### config.mk
export PLATFORM = sky130hd
export DESIGN_NAME = bkrc_top
export DESIGN_NICKNAME = d
export VERILOG_FILES = /design/src/bkrc_pkg.sv /design/src/bkrc_regfile.sv /design/src/bkrc_top.sv
export SDC_FILE = /design/constraint.sdc
export NUM_CORES = 1
export LEC_CHECK = 0
export BUFFER_PORTS_ARGS = -buffer_cell sky130_fd_sc_hd__buf_2
export CAP_MARGIN = 30
export CORE_ASPECT_RATIO = 0.7
export CORE_MARGIN = 2
export CORE_UTILIZATION = 40
export DETAILED_ROUTE_END_ITERATION = 12
export GPL_TIMING_DRIVEN = 0
export MAX_ROUTING_LAYER = met4
export PLACE_DENSITY_LB_ADDON = 0.08
export SYNTH_ARGS = -nofsm -noshare
export SYNTH_HDL_FRONTEND = slang
export SYNTH_SLANG_ARGS = --single-unit
### constraint.sdc
create_clock -name I_CLK -period 3.41 [get_ports I_CLK]
set_input_delay 0.682 -clock I_CLK [delete_from_list [all_inputs] [get_ports I_CLK]]
set_output_delay 0.682 -clock I_CLK [all_outputs]
set_load 0.01 [all_outputs]
### src/bkrc_pkg.sv
package bkrc_pkg;
  // register offsets on the serial control port
  localparam logic [7:0] BKRC_OFS_R0_LIMIT_SLEW = 8'h03;
  localparam logic [7:0] BKRC_OFS_R1_MODE_ENABLE = 8'h04;
  localparam logic [7:0] BKRC_OFS_R1_LIMIT_SLEW = 8'h05;
  localparam logic [7:0] BKRC_OFS_R0_VOLTAGE_CODE = 8'h06;
  localparam logic [7:0] BKRC_OFS_FIRST = 8'h03;
  localparam int BKRC_NUM_REGS = 4;
  // reset values
  localparam logic [7:0] BKRC_RST_LIMIT_SLEW = 8'h1C;
  localparam logic [7:0] BKRC_RST_MODE_ENABLE = 8'h0F;
  localparam logic [7:0] BKRC_RST_VOLTAGE_CODE = 8'hFF;
  // field positions
  localparam int BKRC_LIM_LSB = 3;
  localparam int BKRC_SLEW_LSB = 0;
  localparam int BKRC_FPW_BIT = 3;
  localparam int BKRC_DIS_BIT = 2;
  localparam int BKRC_PIN_BIT = 1;
  localparam int BKRC_EN_BIT = 0;
  localparam logic [7:0] BKRC_LS_MASK = 8'h3F;
  localparam logic [7:0] BKRC_ME_MASK = 8'h0F;
  localparam logic [7:0] BKRC_ZERO = 8'h00;
  // current limit in 100 mA units
  localparam logic [5:0] BKRC_ILIM_BASE = 6'h0F;
  localparam logic [5:0] BKRC_ILIM_STEP = 6'h05;
  // voltage segments, millivolts
  localparam logic [7:0] BKRC_SEG1_CODE = 8'h14;
  localparam logic [7:0] BKRC_SEG2_CODE = 8'h18;
  localparam logic [7:0] BKRC_SEG3_CODE = 8'h9E;
  localparam logic [11:0] BKRC_SEG1_MV = 12'h2BC;
  localparam logic [11:0] BKRC_SEG2_MV = 12'h2DF;
  localparam logic [11:0] BKRC_SEG3_MV = 12'h58C;
  localparam logic [11:0] BKRC_SEG1_STEP = 12'h00A;
  localparam logic [11:0] BKRC_SEG2_STEP = 12'h005;
  localparam logic [11:0] BKRC_SEG3_STEP = 12'h014;
endpackage : bkrc_pkg

### src/bkrc_regfile.sv
`timescale 1ns/1ps
// small register memory: four bytes, registered read data
module bkrc_regfile
  import bkrc_pkg::*;
#(
  parameter int DEPTH = BKRC_NUM_REGS
)(
  input wire logic i_clk,
  input wire logic i_rst,
  input wire logic i_we,
  input wire logic [1:0] i_idx,
  input wire logic [7:0] i_wdata,
  input wire logic [1:0] i_ridx,
  output logic [7:0] o_rdata,
  output logic [8*DEPTH-1:0] o_all
);
  logic [7:0] mem_ff [DEPTH];

  // each byte resets to its own default and drops writes to reserved bits
  for (genvar g = 0; g < DEPTH; g++)
  begin : g_byte
    localparam logic [7:0] RST = (g == 1) ? BKRC_RST_MODE_ENABLE :
                                 (g == 3) ? BKRC_RST_VOLTAGE_CODE : BKRC_RST_LIMIT_SLEW;
    localparam logic [7:0] MSK = (g == 1) ? BKRC_ME_MASK :
                                 (g == 3) ? 8'hFF : BKRC_LS_MASK;
    always_ff @(posedge i_clk or posedge i_rst)
    begin
      if (i_rst)
      begin
        mem_ff[g] <= RST;
      end
      else if (i_we && (i_idx == 2'(g)))
      begin
        mem_ff[g] <= i_wdata & MSK;
      end
    end
    assign o_all[8*g +: 8] = mem_ff[g];
  end

  // read data comes out of a register
  always_ff @(posedge i_clk or posedge i_rst)
  begin
    if (i_rst)
    begin
      o_rdata <= BKRC_ZERO;
    end
    else
    begin
      o_rdata <= mem_ff[i_ridx];
    end
  end
endmodule : bkrc_regfile

### src/bkrc_top.sv
`timescale 1ns/1ps
// Functional notes
// the four registers sit at byte offsets 0x03, 0x04, 0x05 and 0x06.
// current-limit codes 0..3 select 1.5, 2.0, 2.5 and 3.0 A.
// a new current-limit code applies at once, even with the regulator running.
// the host never writes current-limit codes 4 to 7.
// slew codes 2..7 select 10, 7.5, 3.8, 1.9, 0.94 and 0.47 mV/us.
// the selected slew rate applies to rising and falling output changes alike.
// the host never writes slew codes 0 or 1.
// the regulator-1 mode bit clear means automatic mode, set means forced pulse width.
// with discharge enabled, the discharge resistor connects while regulator 1 is off; in reset the code holds o_REG1_DISCHARGE low.
// pin gating 0 lets the enable bit alone run regulator 1, 1 needs the enable pin too.
// enable bit 0 disables regulator 1 and 1 enables it, subject to pin gating.
// the host writes regulator-0 voltage codes from 0x14 upward only.
// codes 0x14..0x17 give 0.70..0.73 V in 10 mV steps.
// codes 0x18..0x9D give 0.735..1.4 V in 5 mV steps.
// codes 0x9E..0xFF give 1.42..3.36 V in 20 mV steps.
// the host updates single fields by read-modify-write.
module bkrc_top
  import bkrc_pkg::*;
(
  input wire logic I_CLK,
  input wire logic I_RST,
  input wire logic i_WR,
  input wire logic i_RD,
  input wire logic [7:0] i_ADDR,
  input wire logic [7:0] i_WDATA,
  input wire logic i_EN_PIN,
  output logic [7:0] o_RDATA,
  output logic o_RVALID,
  output logic [2:0] o_REG0_CURRENT_LIMIT,
  output logic [2:0] o_REG0_RAMP_RATE,
  output logic [5:0] o_REG0_ILIM_DA,
  output logic [11:0] o_REG0_VOUT_MV,
  output logic [2:0] o_REG1_CURRENT_LIMIT,
  output logic [2:0] o_REG1_RAMP_RATE,
  output logic [5:0] o_REG1_ILIM_DA,
  output logic o_REG1_FORCED_PULSE_WIDTH,
  output logic o_REG1_RUN,
  output logic o_REG1_DISCHARGE
);
  //////////////////////////////////////////////////////////////////////////////
  // decode helpers

  // offset in the bank, used for both write and read
  function automatic logic in_bank(input logic [7:0] a);
    in_bank = (a >= BKRC_OFS_R0_LIMIT_SLEW) && (a <= BKRC_OFS_R0_VOLTAGE_CODE);
  endfunction : in_bank

  // switch current limit in 100 mA units; reserved codes hold 3.0 A
  function automatic logic [5:0] ilim_da(input logic [2:0] c);
    logic [2:0] k;
    k = (c > 3'h3) ? 3'h3 : c;
    ilim_da = BKRC_ILIM_BASE + 6'(BKRC_ILIM_STEP * 6'(k));
  endfunction : ilim_da

  // piecewise linear voltage code to millivolts
  function automatic logic [11:0] code_mv(input logic [7:0] c);
    logic [11:0] d;
    d = 12'h000;
    if (c >= BKRC_SEG3_CODE)
    begin
      d = 12'(c - BKRC_SEG3_CODE);
      code_mv = BKRC_SEG3_MV + 12'(d * BKRC_SEG3_STEP);
    end
    else if (c >= BKRC_SEG2_CODE)
    begin
      d = 12'(c - BKRC_SEG2_CODE);
      code_mv = BKRC_SEG2_MV + 12'(d * BKRC_SEG2_STEP);
    end
    else if (c >= BKRC_SEG1_CODE)
    begin
      d = 12'(c - BKRC_SEG1_CODE);
      code_mv = BKRC_SEG1_MV + 12'(d * BKRC_SEG1_STEP);
    end
    else
    begin
      code_mv = BKRC_SEG1_MV; // reserved codes: hold the lowest level
    end
  endfunction : code_mv

  //////////////////////////////////////////////////////////////////////////////
  // register bank

  logic wr_hit;
  logic [1:0] wr_idx;
  logic [1:0] rd_idx;
  logic [7:0] mem_rdata;
  logic [31:0] regs;
  logic rd_hit_ff;
  logic rd_pend_ff;

  // address decode: bank index is offset minus the first offset
  always_comb
  begin
    wr_hit = 1'b0;
    if (i_WR && in_bank(i_ADDR))
    begin
      wr_hit = 1'b1;
    end
  end
  assign wr_idx = 2'(i_ADDR - BKRC_OFS_FIRST);
  assign rd_idx = 2'(i_ADDR - BKRC_OFS_FIRST);

  bkrc_regfile #(
    .DEPTH(BKRC_NUM_REGS)
  ) u_regs (
    .i_clk(I_CLK),
    .i_rst(I_RST),
    .i_we(wr_hit),
    .i_idx(wr_idx),
    .i_wdata(i_WDATA),
    .i_ridx(rd_idx),
    .o_rdata(mem_rdata),
    .o_all(regs)
  );

  // read pipeline: memory answers one cycle later, output flop one more
  always_ff @(posedge I_CLK or posedge I_RST)
  begin
    if (I_RST)
    begin
      rd_pend_ff <= 1'b0;
    end
    else
    begin
      rd_pend_ff <= i_RD;
    end
  end

  // hit flag travels with the read so that unmapped offsets answer zero
  always_ff @(posedge I_CLK or posedge I_RST)
  begin
    if (I_RST)
    begin
      rd_hit_ff <= 1'b0;
    end
    else
    begin
      rd_hit_ff <= in_bank(i_ADDR);
    end
  end

  // unmapped offsets read as zero
  always_ff @(posedge I_CLK or posedge I_RST)
  begin
    if (I_RST)
    begin
      o_RDATA <= BKRC_ZERO;
      o_RVALID <= 1'b0;
    end
    else
    begin
      o_RVALID <= rd_pend_ff;
      o_RDATA <= (rd_pend_ff && rd_hit_ff) ? mem_rdata : BKRC_ZERO;
    end
  end

  //////////////////////////////////////////////////////////////////////////////
  // regulator controls

  logic [7:0] r0_ls;
  logic [7:0] r1_me;
  logic [7:0] r1_ls;
  logic [7:0] r0_vc;
  assign r0_ls = regs[7:0];
  assign r1_me = regs[15:8];
  assign r1_ls = regs[23:16];
  assign r0_vc = regs[31:24];

  // reset levels of the derived outputs, fixed at elaboration so reset loads plain constants
  localparam logic [2:0] RST_LIMIT = BKRC_RST_LIMIT_SLEW[BKRC_LIM_LSB +: 3];
  localparam logic [2:0] RST_RAMP = BKRC_RST_LIMIT_SLEW[BKRC_SLEW_LSB +: 3];
  localparam logic [5:0] RST_ILIM_DA = ilim_da(RST_LIMIT);
  localparam logic [11:0] RST_VOUT_MV = code_mv(BKRC_RST_VOLTAGE_CODE);

  // reg0 limit code follows the register live, no disable needed first
  always_ff @(posedge I_CLK or posedge I_RST)
  begin
    if (I_RST)
    begin
      o_REG0_CURRENT_LIMIT <= RST_LIMIT;
    end
    else
    begin
      o_REG0_CURRENT_LIMIT <= r0_ls[BKRC_LIM_LSB +: 3];
    end
  end

  // reg1 limit code, likewise applied while the regulator runs
  always_ff @(posedge I_CLK or posedge I_RST)
  begin
    if (I_RST)
    begin
      o_REG1_CURRENT_LIMIT <= RST_LIMIT;
    end
    else
    begin
      o_REG1_CURRENT_LIMIT <= r1_ls[BKRC_LIM_LSB +: 3];
    end
  end

  // reg0 limit current; a reserved code would hold the top step, not wrap
  always_ff @(posedge I_CLK or posedge I_RST)
  begin
    if (I_RST)
    begin
      o_REG0_ILIM_DA <= RST_ILIM_DA;
    end
    else
    begin
      o_REG0_ILIM_DA <= ilim_da(r0_ls[BKRC_LIM_LSB +: 3]);
    end
  end

  // reg1 limit current
  always_ff @(posedge I_CLK or posedge I_RST)
  begin
    if (I_RST)
    begin
      o_REG1_ILIM_DA <= RST_ILIM_DA;
    end
    else
    begin
      o_REG1_ILIM_DA <= ilim_da(r1_ls[BKRC_LIM_LSB +: 3]);
    end
  end

  // one ramp code drives both ramp directions in the analog slew stage
  always_ff @(posedge I_CLK or posedge I_RST)
  begin
    if (I_RST)
    begin
      o_REG0_RAMP_RATE <= RST_RAMP;
    end
    else
    begin
      o_REG0_RAMP_RATE <= r0_ls[BKRC_SLEW_LSB +: 3];
    end
  end

  // reg1 ramp code, same single code for rising and falling edges
  always_ff @(posedge I_CLK or posedge I_RST)
  begin
    if (I_RST)
    begin
      o_REG1_RAMP_RATE <= RST_RAMP;
    end
    else
    begin
      o_REG1_RAMP_RATE <= r1_ls[BKRC_SLEW_LSB +: 3];
    end
  end

  // target voltage in millivolts
  always_ff @(posedge I_CLK or posedge I_RST)
  begin
    if (I_RST)
    begin
      o_REG0_VOUT_MV <= RST_VOUT_MV;
    end
    else
    begin
      o_REG0_VOUT_MV <= code_mv(r0_vc);
    end
  end

  //////////////////////////////////////////////////////////////////////////////
  // regulator-1 run, mode and discharge
  logic run1;
  assign run1 = r1_me[BKRC_EN_BIT] && (!r1_me[BKRC_PIN_BIT] || i_EN_PIN);

  // mode bit passes straight through to the switching stage
  always_ff @(posedge I_CLK or posedge I_RST)
  begin
    if (I_RST)
    begin
      o_REG1_FORCED_PULSE_WIDTH <= BKRC_RST_MODE_ENABLE[BKRC_FPW_BIT];
    end
    else
    begin
      o_REG1_FORCED_PULSE_WIDTH <= r1_me[BKRC_FPW_BIT];
    end
  end

  // run stays off in reset; the pin is seen one edge later than its change
  always_ff @(posedge I_CLK or posedge I_RST)
  begin
    if (I_RST)
    begin
      o_REG1_RUN <= 1'b0;
    end
    else
    begin
      o_REG1_RUN <= run1;
    end
  end

  // outside reset, discharge is the complement of run, gated by its enable bit
  always_ff @(posedge I_CLK or posedge I_RST)
  begin
    if (I_RST)
    begin
      o_REG1_DISCHARGE <= 1'b0;
    end
    else
    begin
      o_REG1_DISCHARGE <= r1_me[BKRC_DIS_BIT] && !run1;
    end
  end
endmodule : bkrc_top

[Word level (Yosys, flattened, before mapping)]
Index checks and enable logic that the tools add are counted.
Operators by class
  add/sub/neg operators: 9
  multiply operators: 5
  magnitude comparators: 8
  eq/ne operators: 3
  mux-type cells: 10
  bitwise logic cells: 1
  reductions and logical operators: 13
Operators by type and width (count)
  2-to-1 mux 12 bit: 3
  adder 10 x 12 -> 12 bit, first input constant: 2
  2-to-1 mux 8 bit: 3
  subtractor 8 x 5 -> 9 bit, second input constant: 2
  binary-select mux 8 bit (select 2 bit): 1
  >= comparator 8 x 5 -> 1 bit, second input constant: 2
  adder 11 x 12 -> 12 bit, first input constant: 1
  adder 4 x 6 -> 6 bit, first input constant: 2
  multiplier 12 x 3 -> 10 bit, second input constant: 1
  multiplier 12 x 3 -> 11 bit, second input constant: 1
  multiplier 12 x 3 -> 12 bit, second input constant: 1
  multiplier 3 x 3 -> 6 bit, first input constant: 2
  logical AND 1 bit: 9
  subtractor 8 x 8 -> 9 bit, second input constant: 1
  >= comparator 8 x 2 -> 1 bit, second input constant: 1
  >= comparator 8 bit, second input constant: 1
  less-or-equal comparator 8 x 3 -> 1 bit, second input constant: 1
  greater-than comparator 3 x 2 -> 1 bit, second input constant: 2
  2-to-1 mux 3 bit: 2
  equality test 2 bit, second input constant: 2
  >= comparator 3 bit, second input constant: 1
  inverter 2 -> 3 bit: 1
  equality test 2 x 1 -> 1 bit, second input constant: 1
  zero test 1 bit: 2
  4 further kinds: 4
Storage, ports and cells
  flip-flop bits (word level): 82

[Depth between registers and ports, before layout]
Gate-level depths: netlist (run 1).
  depth in word-level cells: 6
  depth in mapped cells: 15

[Cells and area by module]
From an unflattened synthesis (run 1), not the netlist that was laid out.
Unflattened totals
  cell total of the unflattened synthesis: 448
  area total of the unflattened synthesis: 5144.9 µm²
By module, submodules not included
  bkrc_top: times used 1, cells an instance 364, area an instance 3773.6 µm²
  bkrc_regfile: times used 1, cells an instance 84, area an instance 1371.3 µm²

[Worst setup path after synthesis (run 1)]
OpenSTA, ideal clock, no wires.
  kind: register to register
  start point: register u_regs.mem_ff, in the netlist u_regs.o_all[29]
  end point: register o_REG0_VOUT_MV[9]
  setup time: 0.075 ns
  arrival time: 3.353 ns
  data required time: 3.335 ns
  path slack: -0.018 ns
  cell stages (with the launch flop): 15
  buffers on the path: 1
  period minus slack after synthesis: 3.428 ns
  cells stage by stage: dfstp_2 buf_1 xnor2_1 ha_1 inv_1 fa_1 inv_1 ha_1 a21oi_1 nand2_1 a2111oi_0 nor2_1 xnor2_1 a221o_1 o21ai_2
Between the ends
  word-level cells in the longest chain between the ends: 6
RTL lines
  from (decl): RTL line bkrc_regfile.sv:17  | logic [7:0] mem_ff [DEPTH];
  from (signal, indexed assignment): RTL line bkrc_regfile.sv:34  | mem_ff[g] <= i_wdata & MSK;
  subtractor 8 x 5 -> 9 bit: RTL line bkrc_top.sv:73  | d = 12'(c - BKRC_SEG1_CODE);
  multiplier 12 x 3 -> 11 bit: RTL line bkrc_top.sv:74  | code_mv = BKRC_SEG1_MV + 12'(d * BKRC_SEG1_STEP);
  adder 10 x 12 -> 12 bit: RTL line bkrc_top.sv:74
  2-to-1 mux 12 bit: RTL line bkrc_top.sv:71  | else if (c >= BKRC_SEG1_CODE)
  2-to-1 mux 12 bit: RTL line bkrc_top.sv:66  | else if (c >= BKRC_SEG2_CODE)
  2-to-1 mux 12 bit (*): RTL line bkrc_top.sv:61  | if (c >= BKRC_SEG3_CODE)
  to (signal assigned): RTL line bkrc_top.sv:264  | o_REG0_VOUT_MV <= code_mv(r0_vc);
  to (decl): RTL line bkrc_top.sv:34  | output logic [11:0] o_REG0_VOUT_MV,
Every way passes the cells marked *; elsewhere a longest branch is shown, timed or not.
A chain may end at the register's enable or synchronous reset.

[Worst setup path in the final report (run 1)]
  start point: register u_regs.mem_ff, in the netlist u_regs.o_all[27]
  end point: register o_REG0_VOUT_MV[9]
Same word-level chain as after synthesis.

==> results_dict.tcl, run 1 <==
set metrics [dict create \
    violations "setup timing" \
    skew_ps 7.02 \
    hold_slack_ps 302 \
    cp-start-kind "flip-flop" \
    crit_slowest_cell "dfstp_2" \
    critical_path_class "reg2reg" \
    avgRoutedWirePerCell_um 16.7 \
    r2r_cells 14 \
    power_density_nw_per_um2 536 \
    portBuffers 68 \
    hpwlAfterDp_mm 9.24 \
    period_needed_ps 3430 \
    hp-class "in2async" \
    synth_edf_count 0 \
    fillers 1082 \
    rows 34 \
    routed_wl_mm 12.6 \
    diodes 0 \
    timing.fmax_mhz 292 \
    end_kind "flip-flop" \
    synth_ff_type "dfrtp_1" \
    grt_util_met2 0.266 \
    met1_usage 0.285 \
    drt-pass1-iter-count 5 \
    die-area_um2 14000 \
    die_x_um 140 \
    cpPeakStageDelay_ps 650 \
    grt_pass1_vias 3905 \
    ioPinCount 69 \
    start_util 0.415 \
    grt_pass1_wl_mm 20.2 \
    clkSinkCount 82 \
    setup_slack_ps -18.8 \
    drv_cap 0 \
    worstReg2RegEnd "o_REG0_VOUT_MV[9]" \
    setup_violations 1 \
    irDropWorstVdd_mv 0.251 \
    clock_path_buffers 2 \
    syn_area_per_cell_um2 11.3 \
    yosysSeqAreaShare 0.403 \
    h-tree-depth 3 \
    synth_area_leaders "dfrtp_1 (22%), dfstp_2 (19%), ha_1 (15%)" \
    remaining_drc_errors 0 \
    yosysMostFrequentCell "ha_1" \
    syn_area_um2 5210 \
    rsz0062_at_grt "true" \
    finalNetCount 686 \
    cts_hold_buffers 0 \
    stdcell_area_um2 6950 \
    ys.warnings.count 0 \
    crit_required_ps 3680 \
    ant_nets 0 \
    regToRegStartpoint "u_regs.o_all[27]" \
    async_flop_share 1.00 \
    crit_start "u_regs.o_all[27]" \
    synth_cell_type_count 61 \
    grt_max_degree 60 \
    antenna_found_initial 0 \
    yosys.area.top_type "dfrtp_1" \
    cts_root_buffer "clkbuf_16" \
    area_growth_pct 33.2 \
    crit_chain "ha_4 > xnor2_4 > ha_2 > inv_2 > fa_1 > inv_2 > ha_4 > a21oi_2 > nand2_2 > a2111oi_4 > nor2_2 > xnor2_2 > a221o_1 > o21ai_2" \
    arrival_ps 3690 \
    dp.cells 698 \
    power.leakage_nw 3.25 \
    overflow 0 \
    timing.slew.headroom 0.420 \
    grt_use_met3 0.0419 \
    insertion_delay_ps 340 \
    cts_tree "done" \
    yosys.area.top_type_share 0.216 \
    crit_path_max_fanout 6 \
    core_um2 12500 \
    cts_buffers 9 \
    reg2reg_slack_ps -20 \
    tightest_slew_ps 863 \
    period_share 1.01 \
    place_area_um2 5810 \
    drv_slew 0 \
    num_vias 3854 \
    grtUsageTotal 0.191 \
    ys_top_cells_by_count "ha_1 (64), dfrtp_1 (45), dfstp_2 (37), inv_1 (34), xor2_1 (23)" \
    vias_per_cell 5.10 \
    layout-drive-gt1-share 0.460 \
    gp_congestion 0.880 \
    final-hold-violation-count 0 \
    ys_seq_elements 82 \
    path_clk_slew_ps 60 \
    grt.busiest_layer "met1" \
    drt_iter0_markers 235 \
    dieHeight_um 99.5 \
    netlist_instances 462 \
    outcome "complete, but fails checks" \
    final_util 0.553 \
    instances_no_fill 756 \
]
[layout by cell type (no fill, tap or decap), types with 4 or more instances in the layout]
cell type	synthesis	final
o211ai_1	6	6
a21o_1	7	7
nand2_1	18	15
a21oi_2	0	5
dfstp_2	37	37
nor2_1	17	16
xnor2_1	20	13
nor2b_1	7	5
ha_1	64	45
nand2_2	5	8
and2_1	4	4
and3_1	9	9
inv_1	34	29
o21ai_0	15	9
nand3_1	6	6
ha_2	0	6
nand3b_1	4	4
ha_4	0	13
mux2_1	8	8
or2_2	4	4
mux4_2	4	4
fa_1	12	11
buf_6	0	4
xor2_1	23	20
clkbuf_16	0	9
conb_1	2	7
a21oi_1	17	11
o21ai_1	3	7
dfrtp_1	45	45
buf_2	2	69
o21a_1	4	4
buf_4	0	40
nor3_1	6	6
xnor2_2	0	5
mux2_2	16	16
a31oi_1	6	5
[per-layer routing]
metal	wire [µm]	part of all wire
met2	5340	0.42
met1	6590	0.52
met4	67	0.0053
met5	0	0
met3	608	0.048
[worst max-delay path, delay by kind of cell, from the launching register on]
family,cells,cell delay [ps]
XOR/XNOR,2,320
AO/OA/AOI/OAI,4,1000
adder cells (fa/ha/maj),4,1120
buffers and inverters,2,70
flip-flops,1,650
AND/OR/NAND/NOR,2,180
[through the flow]
step	setup WS [ps]	total power [mW]	TNS (ps)
finish	-18.8	3.72	-18.8
global placement	-605	2.37	-11230
floorplan	5.49	2.05	0
CTS	-0.348	3.47	-0.348
global route	-137	3.97	-456
detailed placement	-689	2.40	-2430
[flip-flops by register name (all words and copies together), names as in the netlist, 3 cells and up]
name and cells:
o_REG1_CURRENT_LIMIT 3, o_REG0_RAMP_RATE 3, o_REG0_VOUT_MV 12, o_RDATA 8, o_REG0_CURRENT_LIMIT 3, u_regs.o_rdata 8, o_REG1_ILIM_DA 6, o_REG0_ILIM_DA 6
o_REG1_RAMP_RATE 3, u_regs.o_all 24
[cell type report]
cell class                 instances  area [µm²]  area share
tap                              162         203      0.0292
sequential                        82        2100       0.302
buffer                             6        45.0     0.00649
clock inverter                     7        60.1     0.00865
clock buffer                       9         225      0.0324
timing repair buffer             113         707       0.102
multi-input combinational        343        3470       0.500
inverter                          34         133      0.0191
[where the power goes]
group | switching (mW) | total [mW] | internal (mW) | leakage [nW]
Clock | 0.404 | 0.908 | 0.504 | 0.131
Combinational | 0.904 | 1.69 | 0.784 | 2.16
Sequential | 0.0380 | 1.12 | 1.09 | 0.966
[kinds of logic after synthesis]
kind of cell | count (synthesis) | synth area share
other | 2 | 0.00144
adders and majority gates | 76 | 0.200
DFF | 82 | 0.403
muxes | 30 | 0.0730
xor gates and xnor gates | 44 | 0.0754
buffers and inverters | 43 | 0.0314
and+or+nand+nor | 102 | 0.108
AOI/OAI and AO/OA | 83 | 0.108
[worst max path at each step]
stage / endpoint / slack (ps) / cells after the start
floorplan: o_REG0_VOUT_MV[9] / 5 / 14
global route: o_REG0_VOUT_MV[9] / -140 / 14
finish: o_REG0_VOUT_MV[9] / -20 / 14
detailed placement: o_REG0_VOUT_MV[11] / -690 / 13
global placement: o_REG0_VOUT_MV[11] / -610 / 14
CTS: o_REG0_VOUT_MV[11] / -0.3 / 14
[timing repair]
| action | CTS | global route |
|---|---|---|
| endpoints found under the setup margin | 5 | 11 |
| resized for setup | 38 | 62 |
| setup buffers | 29 | 15 |
| gates cloned | 0 | 1 |
| pin swaps | 16 | 46 |
| hold endpoints to repair | 0 | 0 |
Note: power is estimated with default switching activity, not from simulation.
==> run 2: changes to the inputs <==
--- a/config.mk
+++ b/config.mk
@@ -9,7 +9,7 @@
 export CAP_MARGIN = 30
 export CORE_ASPECT_RATIO = 0.7
 export CORE_MARGIN = 2
-export CORE_UTILIZATION = 40
+export CORE_UTILIZATION = 42
 export DETAILED_ROUTE_END_ITERATION = 12
 export GPL_TIMING_DRIVEN = 0
 export MAX_ROUTING_LAYER = met4
==> constraint.sdc (replaced) <==
create_clock -name I_CLK -period 3.8 [get_ports I_CLK]
set_input_delay 0.76 -clock I_CLK [delete_from_list [all_inputs] [get_ports I_CLK]]
set_output_delay 0.76 -clock I_CLK [all_outputs]
set_load 0.01 [all_outputs]
==> run 2 against run 1 <==
Against the previous run: the flow now finishes without violations; via count fell by 4.2%; register-to-register slack improved by 150 ps; final cell count fell by 5.0%; clock power rose by 4.6%; worst setup slack improved by 150 ps; sequential power fell by 9.8%; critical path depth did not move; wire length fell by 11%; global-route usage fell by 0.78 points; first-iteration DRC count fell by 6.0%; worst hold slack improved by 65 ps; sequential share of layout area rose by 3.3 points; critical endpoint is now o_REG0_VOUT_MV[11]; largest cell class unchanged.
==> results_dict.tcl, run 2 (synthesized netlist as in run 1, its figures left out) <==
set metrics [dict create \
    crit_required_ps 4050 \
    path_clk_slew_ps 70 \
    power_density_nw_per_um2 505 \
    ioPinCount 69 \
    tns_ps 0 \
    drv_slew 0 \
    overflow 0 \
    setup_slack_ps 133 \
    cts_root_buffer "clkbuf_16" \
    cp-start-kind "flip-flop" \
    timing.slew.headroom 0.407 \
    hold_slack_ps 367 \
    start_util 0.425 \
    grt_max_degree 59 \
    drv_cap 0 \
    timing.fmax_mhz 273 \
    h-tree-depth 3 \
    grt_pass1_wl_mm 18.4 \
    outcome "finished clean" \
    ant_nets 0 \
    drt_iter0_markers 221 \
    die_x_um 137 \
    dieHeight_um 97.2 \
    antenna_found_initial 0 \
    rsz0062_at_grt "true" \
    power.leakage_nw 3.04 \
    irDropWorstVdd_mv 0.205 \
    cpPeakStageDelay_ps 640 \
    seq_power_share 0.319 \
    final_cell_mix "buf_2 (70), ha_1 (62), dfrtp_1 (45)" \
    cts_buffers 9 \
    layout-drive-gt1-share 0.335 \
    critical_path_class "reg2reg" \
    final_util 0.511 \
    num_vias 3693 \
    setup_violations 0 \
    final-hold-violation-count 0 \
    cts_tree "done" \
    hp-class "reg2reg" \
    cts_hold_buffers 0 \
    grt_pass1_vias 3518 \
    diodes 0 \
    crit_chain "ha_4 > xnor2_2 > ha_1 > inv_1 > fa_1 > inv_1 > ha_1 > a21oi_1 > nand2_1 > a2111oi_4 > o21ai_0 > xor2_1 > nand3_1 > o211ai_1" \
    skew_ps 10.3 \
    stdcell_area_um2 6270 \
    largest_reg_flops 24 \
    area_growth_pct 20.2 \
    portBuffers 68 \
    p_sw_frac 0.345 \
    gp_congestion 0.898 \
    place_area_um2 5800 \
    period_needed_ps 3670 \
    remaining_drc_errors 0 \
    crit_slowest_cell "dfstp_2" \
    insertion_delay_ps 340 \
    arrival_ps 3920 \
    p_comb_frac 0.381 \
    period_share 0.965 \
    clockPowerShare 0.300 \
    routed_wl_mm 11.3 \
    power.switching_mw 1.09 \
    rows 34 \
    hpwlAfterDp_mm 8.77 \
    avgRoutedWirePerCell_um 15.7 \
    crit_path_max_fanout 7 \
    clkSinkCount 82 \
    die-area_um2 13300 \
    final_common_cell "buf_2" \
    fillers 1100 \
    pre_cts_slack_ps -204 \
    reg2reg_slack_ps 130 \
    core_um2 12300 \
    end_kind "flip-flop" \
    clock_path_buffers 2 \
    grtUsageTotal 0.183 \
    p_int_mw 2.08 \
    tightest_slew_ps 887 \
    drt-pass1-iter-count 4 \
    vias_per_cell 5.14 \
    finalNetCount 648 \
]
-- run 2: cell type report --
| type | count | area [µm²] | share of cell area |
|---|---|---|---|
| Multi-Input combinational cell | 342 | 3050 | 0.487 |
| Sequential cell | 82 | 2100 | 0.335 |
| Timing Repair Buffer | 76 | 420 | 0.0671 |
| Clock buffer | 9 | 225 | 0.0359 |
| Tap cell | 162 | 203 | 0.0323 |
| Inverter | 34 | 134 | 0.0214 |
| Clock inverter | 7 | 105 | 0.0168 |
| Buffer | 6 | 30.0 | 0.00479 |
-- run 2: metal layers --
| layer | up-vias | GRT usage | part of all wire |
|---|---|---|---|
| met5 | - | - | 0 |
| met4 | 0 | 0.0452 | 0.0084 |
| met3 | 8 | 0.0386 | 0.042 |
| met2 | 79 | 0.231 | 0.40 |
| met1 | 1800 | 0.292 | 0.55 |
| li1 | 1806 | - | - |
-- run 2: power by group through the flow --
stage,clock (mW),combinational [mW],sequential [mW]
6_report,0.950,1.21,1.01
5_1_grt,1.02,1.33,1.02
4_1_cts,0.969,1.15,1.01
3_5_place_dp,0,1.12,1.02
3_3_place_gp,0,1.10,1.02
2_1_floorplan,0,0.792,1.05
-- run 2: what timing repair did --
item | in CTS | in global routing
gates resized for setup | 6 | 16
setup buffers | 1 | 6
pin swaps | 0 | 1
setup endpoints to repair | 3 | 5
hold endpoints to repair | 0 | 0
-- run 2: final timing paths --
path,end,cells past startpoint,startpoint
setup / recovery,o_REG0_VOUT_MV[11],14,u_regs.o_all[27]
hold / removal,o_REG0_RAMP_RATE[2],0,u_regs.o_all[2]
setup reg to reg,o_REG0_VOUT_MV[11],14,u_regs.o_all[27]
hold reg to reg,o_REG0_RAMP_RATE[2],0,u_regs.o_all[2]
max in group asynchronous,o_REG1_RAMP_RATE[2],3,I_RST
min in group asynchronous,o_RDATA[0],2,I_RST
-- run 2: per-stage QoR --
step | power, mW | cells
2_1_floorplan | 1.84 | 467
5_1_grt | 3.38 | 718
3_5_place_dp | 2.14 | 698
6_report | 3.17 | 718
3_3_place_gp | 2.12 | 697
4_1_cts | 3.13 | 714
-- run 2: critical path, delay by kind of cell (launching register included) --
kind	cells	cell delay, ps
buffers and inverters	2	90
DFF	1	640
adders and majority gates	4	1240
AOI/OAI and AO/OA	4	870
and+or+nand+nor	2	280
xor gates and xnor gates	2	480
==> run 3: changes to the inputs <==
--- a/config.mk
+++ b/config.mk
@@ -10,6 +10,7 @@
 export CORE_ASPECT_RATIO = 0.7
 export CORE_MARGIN = 2
 export CORE_UTILIZATION = 42
+export CTS_BUF_LIST = sky130_fd_sc_hd__clkbuf_4 sky130_fd_sc_hd__clkbuf_8
 export DETAILED_ROUTE_END_ITERATION = 12
 export GPL_TIMING_DRIVEN = 0
 export MAX_ROUTING_LAYER = met4
==> run 3 against run 2 <==
Against the previous run: sequential power hardly changed; sequential share of layout area is 0.55 points higher; via count is 0.30% higher; register-to-register slack better by 20 ps; utilization is 0.83 points lower; highest routed layer unchanged; critical path type unchanged; global-route usage hardly changed; first-iteration DRC count is 28% higher.
==> results_dict.tcl, run 3 (synthesized netlist as in run 1, its figures left out) <==
set metrics [dict create \
    outcome "finished clean" \
    cts_buffers 9 \
    crit_required_ps 4080 \
    crit_path_max_fanout 7 \
    final_util 0.503 \
    irDropWorstVdd_mv 0.184 \
    r2r_cells 14 \
    clock_path_buffers 2 \
    rsz0062_at_grt "true" \
    crit_buf_inv 2 \
    skew_ps 14.7 \
    cpPeakStageDelay_ps 640 \
    cts_tree "done" \
    largest_reg_flops 24 \
    routed_wl_mm 11.2 \
    gp_congestion 0.898 \
    critical_path_class "reg2reg" \
    grtUsageTotal 0.183 \
    cp-start-kind "flip-flop" \
    hp-class "in2async" \
    insertion_delay_ps 360 \
    die-area_um2 13300 \
    grt_max_degree 59 \
    h-tree-depth 3 \
    timing.fmax_mhz 274 \
    hold_slack_ps 358 \
    path_clk_slew_ps 90 \
    start_util 0.425 \
    hpwlAfterDp_mm 8.77 \
    clkSinkCount 82 \
    avgRoutedWirePerCell_um 15.6 \
    drv_slew 0 \
    vias_per_cell 5.16 \
    dieHeight_um 97.2 \
    overflow 0 \
    num_vias 3704 \
    grt_pass1_vias 3496 \
    drt_iter0_markers 282 \
    final-hold-violation-count 0 \
    end_kind "flip-flop" \
    cts_root_buffer "clkbuf_8" \
    core_um2 12300 \
    ioPinCount 69 \
    portBuffers 68 \
    die_x_um 137 \
    timing.slew.headroom 0.407 \
    final_common_cell "buf_2" \
    power.leakage_nw 2.99 \
    fillers 1111 \
    period_share 0.959 \
    final_cell_mix "buf_2 (70), ha_1 (62), dfrtp_1 (45)" \
    setup_violations 0 \
    total_power_mw 2.93 \
    drt-pass1-iter-count 4 \
    layout-drive-gt1-share 0.335 \
    crit_slowest_cell "dfstp_2" \
    cp.depth 14 \
    antenna_found_initial 0 \
    finalNetCount 648 \
    rows 34 \
    ant_nets 0 \
    tightest_slew_ps 887 \
    period_needed_ps 3640 \
    arrival_ps 3920 \
    drv_cap 0 \
    power_density_nw_per_um2 475 \
    cts_hold_buffers 0 \
    path_delay_family "adder cells" \
    area_growth_pct 18.3 \
    crit_chain "ha_4 > xnor2_2 > ha_1 > inv_1 > fa_1 > inv_1 > ha_1 > a21oi_1 > nand2_1 > a2111oi_4 > o21ai_0 > xor2_1 > nand3_1 > o211ai_1" \
    diodes 0 \
    grt_pass1_wl_mm 18.3 \
    remaining_drc_errors 0 \
]
## run 3: cell counts in the layout (fill, tap and decap cells not counted)
No cell type changed its count.
## run 3: report_power, final
part	switching [mW]	internal, mW
clock network	0.333	0.381
registers	0.0362	0.973
logic	0.688	0.515
## run 3: what timing repair did
| action | CTS | global route |
|---|---|---|
| gates resized for setup | 6 | 16 |
| setup buffers | 1 | 6 |
| endpoints found under the setup margin | 3 | 5 |
| pin swaps | 0 | 1 |
## run 3: worst paths after layout
path	from	end	slack (ps)
max	u_regs.o_all[27]	o_REG0_VOUT_MV[11]	160
min	I_RST	o_RDATA[0]	360
max reg2reg	u_regs.o_all[27]	o_REG0_VOUT_MV[11]	160
min reg2reg	u_regs.o_all[2]	o_REG0_RAMP_RATE[2]	370
max in group asynchronous	I_RST	o_REG1_ILIM_DA[1]	2810
min in group I_CLK	u_regs.o_all[2]	o_REG0_RAMP_RATE[2]	370
## run 3: cell type report
cell class | count | area [µm²] | share of cell area
plain buffers | 6 | 30.0 | 0.00487
clock buffers | 9 | 124 | 0.0201
clock inverters | 7 | 105 | 0.0170
inverters | 34 | 134 | 0.0217
multi-input cells | 342 | 3050 | 0.495
flip-flops and latches | 82 | 2100 | 0.340
well taps | 162 | 203 | 0.0329
repair buffers | 76 | 420 | 0.0682
## run 3: metal layers
layer	wire, µm	GRT usage
met3	492	0.0417
met4	95	0.0452
met5	0	-
met1	6080	0.292
met2	4570	0.230
## run 3: through the flow
stage | setup TNS (ps) | worst slack [ps] | instance area [µm²] | std cells
after floorplan | 0 | 372 | 5230 | 467
after global placement | -523 | -205 | 5770 | 697
after detailed placement | -545 | -204 | 5800 | 698
after CTS | 0 | 0.188 | 6060 | 714
after global routing | -19.8 | -16.6 | 6160 | 718
final | 0 | 156 | 6160 | 718
